==> src/verilog/crcc_pkg.sv <==
// Constants, write-port struct and bit-order helpers for the byte-wise CRC engine.
// Assumes a single synchronous clock domain shared with the CPU side.
package crcc_pkg;

	localparam int          CRC_W      = 16;
	localparam int          DATA_W     = 8;
	localparam logic [15:0] CRC_POLY   = 16'h1021;  // Terms 16, 12, 5 and 0
	localparam logic [15:0] CRC_RST    = 16'h0000;
	localparam logic [7:0]  BYTE_RST   = 8'h00;
	localparam int          UPDATE_CYC = 2;

	typedef struct packed {
		logic              init_we;   // Write to crc_result_register
		logic [CRC_W-1:0]  init_val;  // Starting value, read order
		logic              byte_we;   // Write to crc_input_register
		logic [DATA_W-1:0] byte_val;  // Message byte as written
	} crcc_wr_t;

	typedef enum logic [1:0] {
		ST_IDLE = 2'b01,
		ST_FOLD = 2'b10
	} crcc_state_t;

	function automatic logic [DATA_W-1:0] crcc_rev8(input logic [DATA_W-1:0] d);
		logic [DATA_W-1:0] r;
		r = '0;
		for (int i = 0; i < DATA_W; i++) begin
			r[i] = d[DATA_W-1-i];
		end
		return r;
	endfunction : crcc_rev8

	function automatic logic [CRC_W-1:0] crcc_rev16(input logic [CRC_W-1:0] d);
		logic [CRC_W-1:0] r;
		r = '0;
		for (int i = 0; i < CRC_W; i++) begin
			r[i] = d[CRC_W-1-i];
		end
		return r;
	endfunction : crcc_rev16

	// Remainder of (rem * x^8 + d * x^16) modulo the generator, MSB first
	function automatic logic [CRC_W-1:0] crcc_fold(input logic [CRC_W-1:0] rem, input logic [DATA_W-1:0] d);
		logic [CRC_W-1:0] c;
		c = rem ^ {d, 8'h00};
		for (int i = 0; i < DATA_W; i++) begin
			if (c[CRC_W-1]) begin
				c = {c[CRC_W-2:0], 1'b0} ^ CRC_POLY;
			end else begin
				c = {c[CRC_W-2:0], 1'b0};
			end
		end
		return c;
	endfunction : crcc_fold

endpackage : crcc_pkg

==> src/verilog/crcc_engine.sv <==
// Byte-wise CRC engine with a loadable result and one input byte per update.
// Assumes the CPU side presents one-cycle write strobes synchronous to core_clk.
`timescale 1ns/100ps

module crcc_engine (
	input  wire logic                      core_clk,  // System clock, 250 MHz
	input  wire logic                      resetn,    // Asynchronous reset, active low
	input  wire crcc_pkg::crcc_wr_t        wr,        // CPU writes to both registers
	output logic [crcc_pkg::CRC_W-1:0]     result,    // crc_result_register read value
	output logic                           busy       // Update in progress
);
	import crcc_pkg::*;

	crcc_state_t       st_r;
	crcc_state_t       st_nxt;
	logic [CRC_W-1:0]  rem_r;
	logic [CRC_W-1:0]  rem_nxt;
	logic [DATA_W-1:0] byte_r;
	logic [DATA_W-1:0] byte_nxt;
	logic              accept;

	// A byte written mid-update is dropped; software is expected to pace itself
	assign accept = wr.byte_we && !wr.init_we && (st_r == ST_IDLE);

	always_comb begin
		st_nxt   = st_r;
		rem_nxt  = rem_r;
		byte_nxt = byte_r;
		case (st_r)
			ST_IDLE: begin
				if (accept) begin
					byte_nxt = wr.byte_val;
					st_nxt   = ST_FOLD;
				end
			end
			ST_FOLD: begin
				rem_nxt = crcc_fold(rem_r, crcc_rev8(byte_r));
				st_nxt  = ST_IDLE;
			end
			default: begin
				st_nxt = ST_IDLE;
			end
		endcase
		// Load wins and cancels a pending fold so the new start is not corrupted
		if (wr.init_we) begin
			rem_nxt = crcc_rev16(wr.init_val);
			st_nxt  = ST_IDLE;
		end
	end

	always_ff @(posedge core_clk or negedge resetn) begin
		if (!resetn) begin
			st_r   <= ST_IDLE;
			rem_r  <= CRC_RST;
			byte_r <= BYTE_RST;
		end else begin
			st_r   <= st_nxt;
			rem_r  <= rem_nxt;
			byte_r <= byte_nxt;
		end
	end

	// Stored in division order; reads come out reversed
	// Plain wiring per bit, so the read path adds no logic depth
	generate
		for (genvar i = 0; i < CRC_W; i++) begin : g_rev
			assign result[i] = rem_r[CRC_W-1-i];
		end
	endgenerate

	assign busy = (st_r == ST_FOLD);

	poly_check_a: assert property (
		@(posedge core_clk) disable iff (!resetn)
		(st_r == ST_FOLD && rem_r == 16'h0000 && byte_r == 8'h01 && !wr.init_we) |=> rem_r == 16'h9188)
		else $error("fold of 01h from zero is not 9188h");

	one_fold_a: assert property (
		@(posedge core_clk) disable iff (!resetn)
		accept |=> (st_r == ST_FOLD) ##1 (st_r == ST_IDLE))
		else $error("accepted byte did not give exactly one fold");

	init_load_a: assert property (
		@(posedge core_clk) disable iff (!resetn)
		wr.init_we |=> (result == $past(wr.init_val)) && !busy)
		else $error("starting value not readable after load");

	update_time_a: assert property (
		@(posedge core_clk) disable iff (!resetn)
		accept |=> busy ##1 !busy)
		else $error("byte update not done in two cycles");

	fold_math_a: assert property (
		@(posedge core_clk) disable iff (!resetn)
		accept ##1 !wr.init_we |=> rem_r == crcc_fold($past(rem_r, 2), crcc_rev8($past(wr.byte_val, 2))))
		else $error("remainder does not match reversed-byte division");

	carry_rev_a: assert property (
		@(posedge core_clk) disable iff (!resetn)
		(busy && !wr.init_we) |=>
			result == crcc_rev16(crcc_fold(crcc_rev16($past(result)), crcc_rev8($past(byte_r)))))
		else $error("result is not reversed carried remainder");

	idle_hold_a: assert property (
		@(posedge core_clk) disable iff (!resetn)
		(!busy && !accept && !wr.init_we) |=> $stable(result))
		else $error("result changed without a write");

	// Known vectors and control invariants below

	busy_pulse_a: assert property (
		@(posedge core_clk) disable iff (!resetn)
		busy |=> !busy)
		else $error("busy stood longer than one cycle");

	busy_refuse_a: assert property (
		@(posedge core_clk) disable iff (!resetn)
		(busy && wr.byte_we) |=> $stable(byte_r))
		else $error("byte taken while an update was running");

	load_cancel_a: assert property (
		@(posedge core_clk) disable iff (!resetn)
		(busy && wr.init_we) |=> !busy && (result == $past(wr.init_val)))
		else $error("load during update did not win");

	load_beats_a: assert property (
		@(posedge core_clk) disable iff (!resetn)
		(wr.init_we && wr.byte_we) |=> !busy)
		else $error("byte started a fold beside a load");

	fold_wait_a: assert property (
		@(posedge core_clk) disable iff (!resetn)
		accept |=> $stable(result))
		else $error("result moved before the fold cycle");

	second_vec_a: assert property (
		@(posedge core_clk) disable iff (!resetn)
		(st_r == ST_FOLD && rem_r == 16'h9188 && byte_r == 8'h23 && !wr.init_we) |=> rem_r == 16'h8250)
		else $error("fold of 23h onto 9188h is not 8250h");

	first_read_a: assert property (
		@(posedge core_clk) disable iff (!resetn)
		(st_r == ST_FOLD && rem_r == 16'h0000 && byte_r == 8'h01 && !wr.init_we) |=> result == 16'h1189)
		else $error("read of first vector is not 1189h");

	second_read_a: assert property (
		@(posedge core_clk) disable iff (!resetn)
		(st_r == ST_FOLD && rem_r == 16'h9188 && byte_r == 8'h23 && !wr.init_we) |=> result == 16'h0A41)
		else $error("read of second vector is not 0A41h");

	rev_ends_a: assert property (
		@(posedge core_clk) disable iff (!resetn)
		(result[0] == rem_r[15]) && (result[15] == rem_r[0]))
		else $error("outer result bits not mirrored");

	rev_mid_a: assert property (
		@(posedge core_clk) disable iff (!resetn)
		(result[7] == rem_r[8]) && (result[8] == rem_r[7]))
		else $error("middle result bits not mirrored");

	state_onehot_a: assert property (
		@(posedge core_clk) disable iff (!resetn)
		$onehot(st_r))
		else $error("state register not one-hot");

	byte_capture_a: assert property (
		@(posedge core_clk) disable iff (!resetn)
		accept |=> byte_r == $past(wr.byte_val))
		else $error("accepted byte not captured");

	byte_hold_a: assert property (
		@(posedge core_clk) disable iff (!resetn)
		!accept |=> $stable(byte_r))
		else $error("byte register moved without a write");

	rem_idle_a: assert property (
		@(posedge core_clk) disable iff (!resetn)
		(st_r == ST_IDLE && !wr.init_we) |=> $stable(rem_r))
		else $error("remainder moved while idle");

	no_spurious_a: assert property (
		@(posedge core_clk) disable iff (!resetn)
		!accept |=> !busy)
		else $error("busy rose without an accepted byte");

	fold_done_a: assert property (
		@(posedge core_clk) disable iff (!resetn)
		(st_r == ST_FOLD) |=> (st_r == ST_IDLE))
		else $error("fold state did not return to idle");

	load_value_a: assert property (
		@(posedge core_clk) disable iff (!resetn)
		wr.init_we |=> rem_r == crcc_rev16($past(wr.init_val)))
		else $error("load not stored in division order");

	load_idle_a: assert property (
		@(posedge core_clk) disable iff (!resetn)
		wr.init_we |=> (st_r == ST_IDLE))
		else $error("load left a fold pending");

	fold_entry_a: assert property (
		@(posedge core_clk) disable iff (!resetn)
		(st_r == ST_FOLD) |-> ($past(st_r) == ST_IDLE))
		else $error("fold entered from fold");

	// Checked while reset is held, so no disable here
	reset_clear_a: assert property (
		@(posedge core_clk)
		!resetn |-> (result == 16'h0000) && !busy)
		else $error("outputs not cleared in reset");

endmodule : crcc_engine

==> config.mk <==
export PLATFORM = sky130hd
export DESIGN_NAME = crcc_engine
export DESIGN_NICKNAME = d
export VERILOG_FILES = /design/src/verilog/crcc_pkg.sv /design/src/verilog/crcc_engine.sv
export SDC_FILE = /design/constraint.sdc
export NUM_CORES = 1
export LEC_CHECK = 0
export ABC_AREA = 1
export BUFFER_PORTS_ARGS = -buffer_cell sky130_fd_sc_hd__buf_2
export CAP_MARGIN = 15
export CORE_UTILIZATION = 47
export DETAILED_ROUTE_END_ITERATION = 6
export GPL_TIMING_DRIVEN = 0
export PLACE_DENSITY = 0.79
export SYNTH_ARGS = -nofsm -noshare
export SYNTH_HDL_FRONTEND = slang
export SYNTH_SLANG_ARGS = --single-unit
==> constraint.sdc <==
create_clock -name core_clk -period 1.1 [get_ports core_clk]
set_input_delay 0 -clock core_clk [delete_from_list [all_inputs] [get_ports core_clk]]
set_output_delay 0 -clock core_clk [all_outputs]
set_load 0.005 [all_outputs]
* After elaboration in Yosys (flattened, before gate mapping)
Cells that the tools add are included.
Storage, ports and cells: flip-flop bits (word level) 26, latch bits 0, RAM bits 0, bits in read-only memories 0, bits of input ports 28, output and inout port bits 17, word-level logic and storage cells 40, memories 0
Operators by class: $add $sub $neg 0, multiply operators 0, div/mod/pow operators 0, $lt $le $gt $ge 0, equality and inequality tests 3, shift-type cells 0, multiplexer cells 20, bitwise operators 9, reduce and logical (&&, ||, !) cells 5
Operator list (count):
- two-way mux 16 bit | 9
- two-way mux 13 bit | 8
- inverter 3 bit | 8
- XOR 16 bit | 1
- two-way mux 2 bit | 3
- inequality test 3 bit, second input constant | 1
- equality test 2 x 1 -> 1 bit, second input constant | 1
- equality test 2 bit, second input constant | 1
- logical AND 1 bit | 2
- AND reduction 2 bit | 1
- nonzero test 2 bit | 1
- zero test 1 bit | 1

* Logic depth before layout (Yosys ltp)
word-level depth 26, mapped depth 9, mapped depth without buffers 9

* Least setup slack after synthesis
No wires, ideal clock.
kind reg2reg, start register st_r[0], end register rem_r[1], setup time 126 ps, arrival 961 ps, data required time 974 ps, slack 13 ps, stages on the path, launching flop included 5, path buffers 1, clock period less this slack 1087 ps, cells stage by stage dfstp_2 nor2_4 nor2_8 buf_6 a22oi_2
Between the ends: longest elaborated chain between the ends 2
Ends and longest elaborated chain:
- start: declaration | line crcc_engine.sv:14 | crcc_state_t st_r;
- start signal: assignment | line crcc_engine.sv:57 | st_r <= st_nxt;
- equality test 2 bit
- via busy | line crcc_engine.sv:10 | output logic busy
- nonzero test 2 bit (no line)
- end signal: assignment | line crcc_engine.sv:58 | rem_r <= rem_nxt;
- end: declaration | line crcc_engine.sv:16 | logic [CRC_W-1:0] rem_r;
The timed path passes the listed nets, and every way through them passes these cells. A chain may end at the register's enable or synchronous reset.

* Worst setup path after layout
start register st_r[0], end register rem_r[10]
Between the ends: longest elaborated chain between the ends 2
Ends and longest elaborated chain:
- equality test 2 bit | line crcc_engine.sv:29 | case (st_r)
- nonzero test 2 bit (no line)
No other way between the ends.

==> flow_metrics.env <==
export IMPL_outcome="finished, violations left"
export IMPL_failed_checks="setup timing"
export IMPL_start_util=0.510
export IMPL_die_area_um2=3660
export IMPL_grt_use_total=0.257
export IMPL_power_frac_comb=0.429
export IMPL_rows=20
export IMPL_first_global_vias=1481
export IMPL_final_cell_area_um2=2390
export IMPL_synth_fp_nets=238
export IMPL_drt_iter0_drc=136
export IMPL_clk_path_buf_depth=2
export IMPL_antenna_found_initial=0
export IMPL_drv_cap=0
export IMPL_placedCellCount=297
export IMPL_ys_seq_area_frac=0.405
export IMPL_n_antenna_cell=0
export IMPL_synth_edf_count=0
export IMPL_power_mw=3.48
export IMPL_clock_sinks=26
export IMPL_ir_drop_v=0.00118
export IMPL_tightest_slew_ns=0.598
export IMPL_worst_slack_ns=-0.113
export IMPL_wl_per_cell_um=13.6
export IMPL_skew_ns=0.00188
export IMPL_p_sw_mw=1.31
export IMPL_place_gp_congestion=0.871
export IMPL_p_int_mw=2.17
export IMPL_drc_errors=0
export IMPL_dp_hpwl_mm=2.78
export IMPL_area_growth_pct=48.3
export IMPL_boundaryPins=45
export IMPL_end_kind="register"
export IMPL_grt_overflow=0
export IMPL_root_buffer="clkbuf_4"
export IMPL_cts_tree="yes"
export IMPL_synth_flop_cell="dfrtp_1"
export IMPL_num_vias=1672
export IMPL_syn_instance_count=210
export IMPL_core_area_um2=3150
export IMPL_insertion_delay_ns=0.33
export IMPL_die_x_um=60.5
export IMPL_crit_top_cell="o21ai_1"
export IMPL_clkPwrFrac=0.196
export IMPL_wirelength_mm=4.55
export IMPL_netSwitchingFraction=0.376
export IMPL_pwr_share_seq=0.376
export IMPL_leakagePower_nw=1.24
export IMPL_yosysWarnings=0
export IMPL_antenna_left=0
export IMPL_synth_seq_cells=26
export IMPL_hold_slack_ns=0.0135
export IMPL_grt_setup_unrepaired="yes"
export IMPL_placed_area_um2=1880
export IMPL_drive_gt1_frac=0.416
export IMPL_fp_dieH_um=60.5
export IMPL_maxSlewHeadroom=0.601
export IMPL_viasPerCell=4.99
export IMPL_worstPathCellList="nor2_4 -> nor2_8 -> inv_4 -> o21ai_1 -> o21ai_1"
export IMPL_synth_area_top_cells="dfrtp_1 (39%), nand2_1 (23%), nand3_1 (5.3%)"
export IMPL_nNetsFinal=320
export IMPL_dr_pass1_iters=4
export IMPL_fmax_mhz=825
export IMPL_syn_avg_cell_area_um2=7.66
export IMPL_start_kind="register"
export IMPL_stdcell_count=335
export IMPL_synthArstFlopShare=1.00
export IMPL_cpPeakStageDelay_ns=0.61
export IMPL_mostFrequentLayoutCells="nand2_1 (80), buf_2 (43), dfrtp_1 (22)"
export IMPL_portBuffers=43
export IMPL_clk_pin_slew_ns=0.15
export IMPL_critPathMaxFanout=10
export IMPL_crit_arrival_ns=1.45
export IMPL_critical_path_slowest_cell="dfstp_2"
export IMPL_yosysTopAreaCell="dfrtp_1"
export IMPL_cp_data_required_time_ns=1.34
export IMPL_synthesis_area_um2=1610
export IMPL_layout_min_cycle_time_ns=1.21
export IMPL_cts_max_level=1
export IMPL_maxSlewViolCount=0
export IMPL_setup_viol=23
export IMPL_cts_inserted_buffers=3
export IMPL_pre_cts_ws_ns=-0.143
export IMPL_grt_max_degree=27
export IMPL_grt_pass1_wl_mm=6.80
export IMPL_layout_cells_most_common="nand2_1"
export IMPL_min_path_type="primary input to register"
export IMPL_synth_distinct_cells=30
export IMPL_post_route_period_util=1.10
export IMPL_hold_viol=0
export IMPL_yosysTopAreaCellShare=0.389
export IMPL_path_class="register to register"
export IMPL_p_per_area_nw_per_um2=1460
power groups by stage:
stage | clock network [mW] | registers (mW) | logic [mW]
finish | 0.681 | 1.31 | 1.49
detailed placement | 0 | 1.29 | 1.10
global route | 0.726 | 1.33 | 1.64
CTS | 0.684 | 1.29 | 1.28
floorplan | 0 | 1.28 | 0.771
global placement | 0 | 1.29 | 1.07
kinds of logic (layout without fill, tap and decap cells):
family | Yosys count | after routing | synth area share
AOI/OAI and AO/OA | 21 | 21 | 0.101
DFF | 26 | 26 | 0.405
buffers and inverters | 26 | 107 | 0.0918
and+or+nand+nor | 127 | 127 | 0.344
xor gates and xnor gates | 6 | 6 | 0.0327
muxes | 4 | 4 | 0.0249
metrics by stage:
stage	setup TNS [ns]	util
6_report	-1.91	0.757
2_1_floorplan	0	-
3_3_place_gp	-1.22	0.596
4_1_cts	-2.02	0.724
5_1_grt	-3.27	0.757
3_5_place_dp	-1.52	0.596
path summary, 6_finish.rpt:
check,cells after the start,end,slack (ns),start
min reg2reg,2,rem_r[14],0.56,rem_r[14]
min,5,rem_r[14],0.01,wr[10]
max,5,rem_r[10],-0.11,st_r[0]
max in group asynchronous,2,rem_r[10],0.50,resetn
max reg2reg,5,rem_r[10],-0.11,st_r[0]
min in group asynchronous,2,byte_r[4],0.18,resetn
synthesized netlist by cell type (4+ instances only):
library cell	count
o21ai_1	4
nor2_1	4
inv_1	16
nand3_1	17
nand2_1	97
mux2i_1	4
dfrtp_1	25
o21ai_2	7
nand2_2	5
routing by layer:
metal	vias up	wire [um]	track usage
li1	830	-	-
met1	758	1970	0.331
met2	74	2200	0.443
met3	10	309	0.0490
met4	0	70	0.0682
met5	-	0	0
state kept, by name, summed over array words and instances (netlist names):
signal / count
byte_r: 8
rem_r: 16
st_r: 2
cell type report:
cell class              count  area (um2)
inverters                  21        88.8
multi-input cells         158         915
plain buffers               5        62.6
well taps                  44        55.1
clock buffers               3        22.5
fillers                   238         767
clock inverters             1        30.0
flip-flops and latches     26         656
repair buffers             77         557
worst max-delay path, delay by kind of cell, from the launching register on:
family / cells / cell delay [ns]
and+or+nand+nor: 2 / 0.25
AOI/OAI and AO/OA: 2 / 0.16
buffers and inverters: 1 / 0.10
DFF: 1 / 0.61
what timing repair did:
item	in CTS	in global routing
resized for setup	18	26
hold buffers	20	1
hold endpoints to repair	44	1
pin swaps	3	14
setup buffers	6	7
cloned	1	0
endpoints found under the setup margin	25	26
Note: power is estimated with default switching activity, not from simulation.
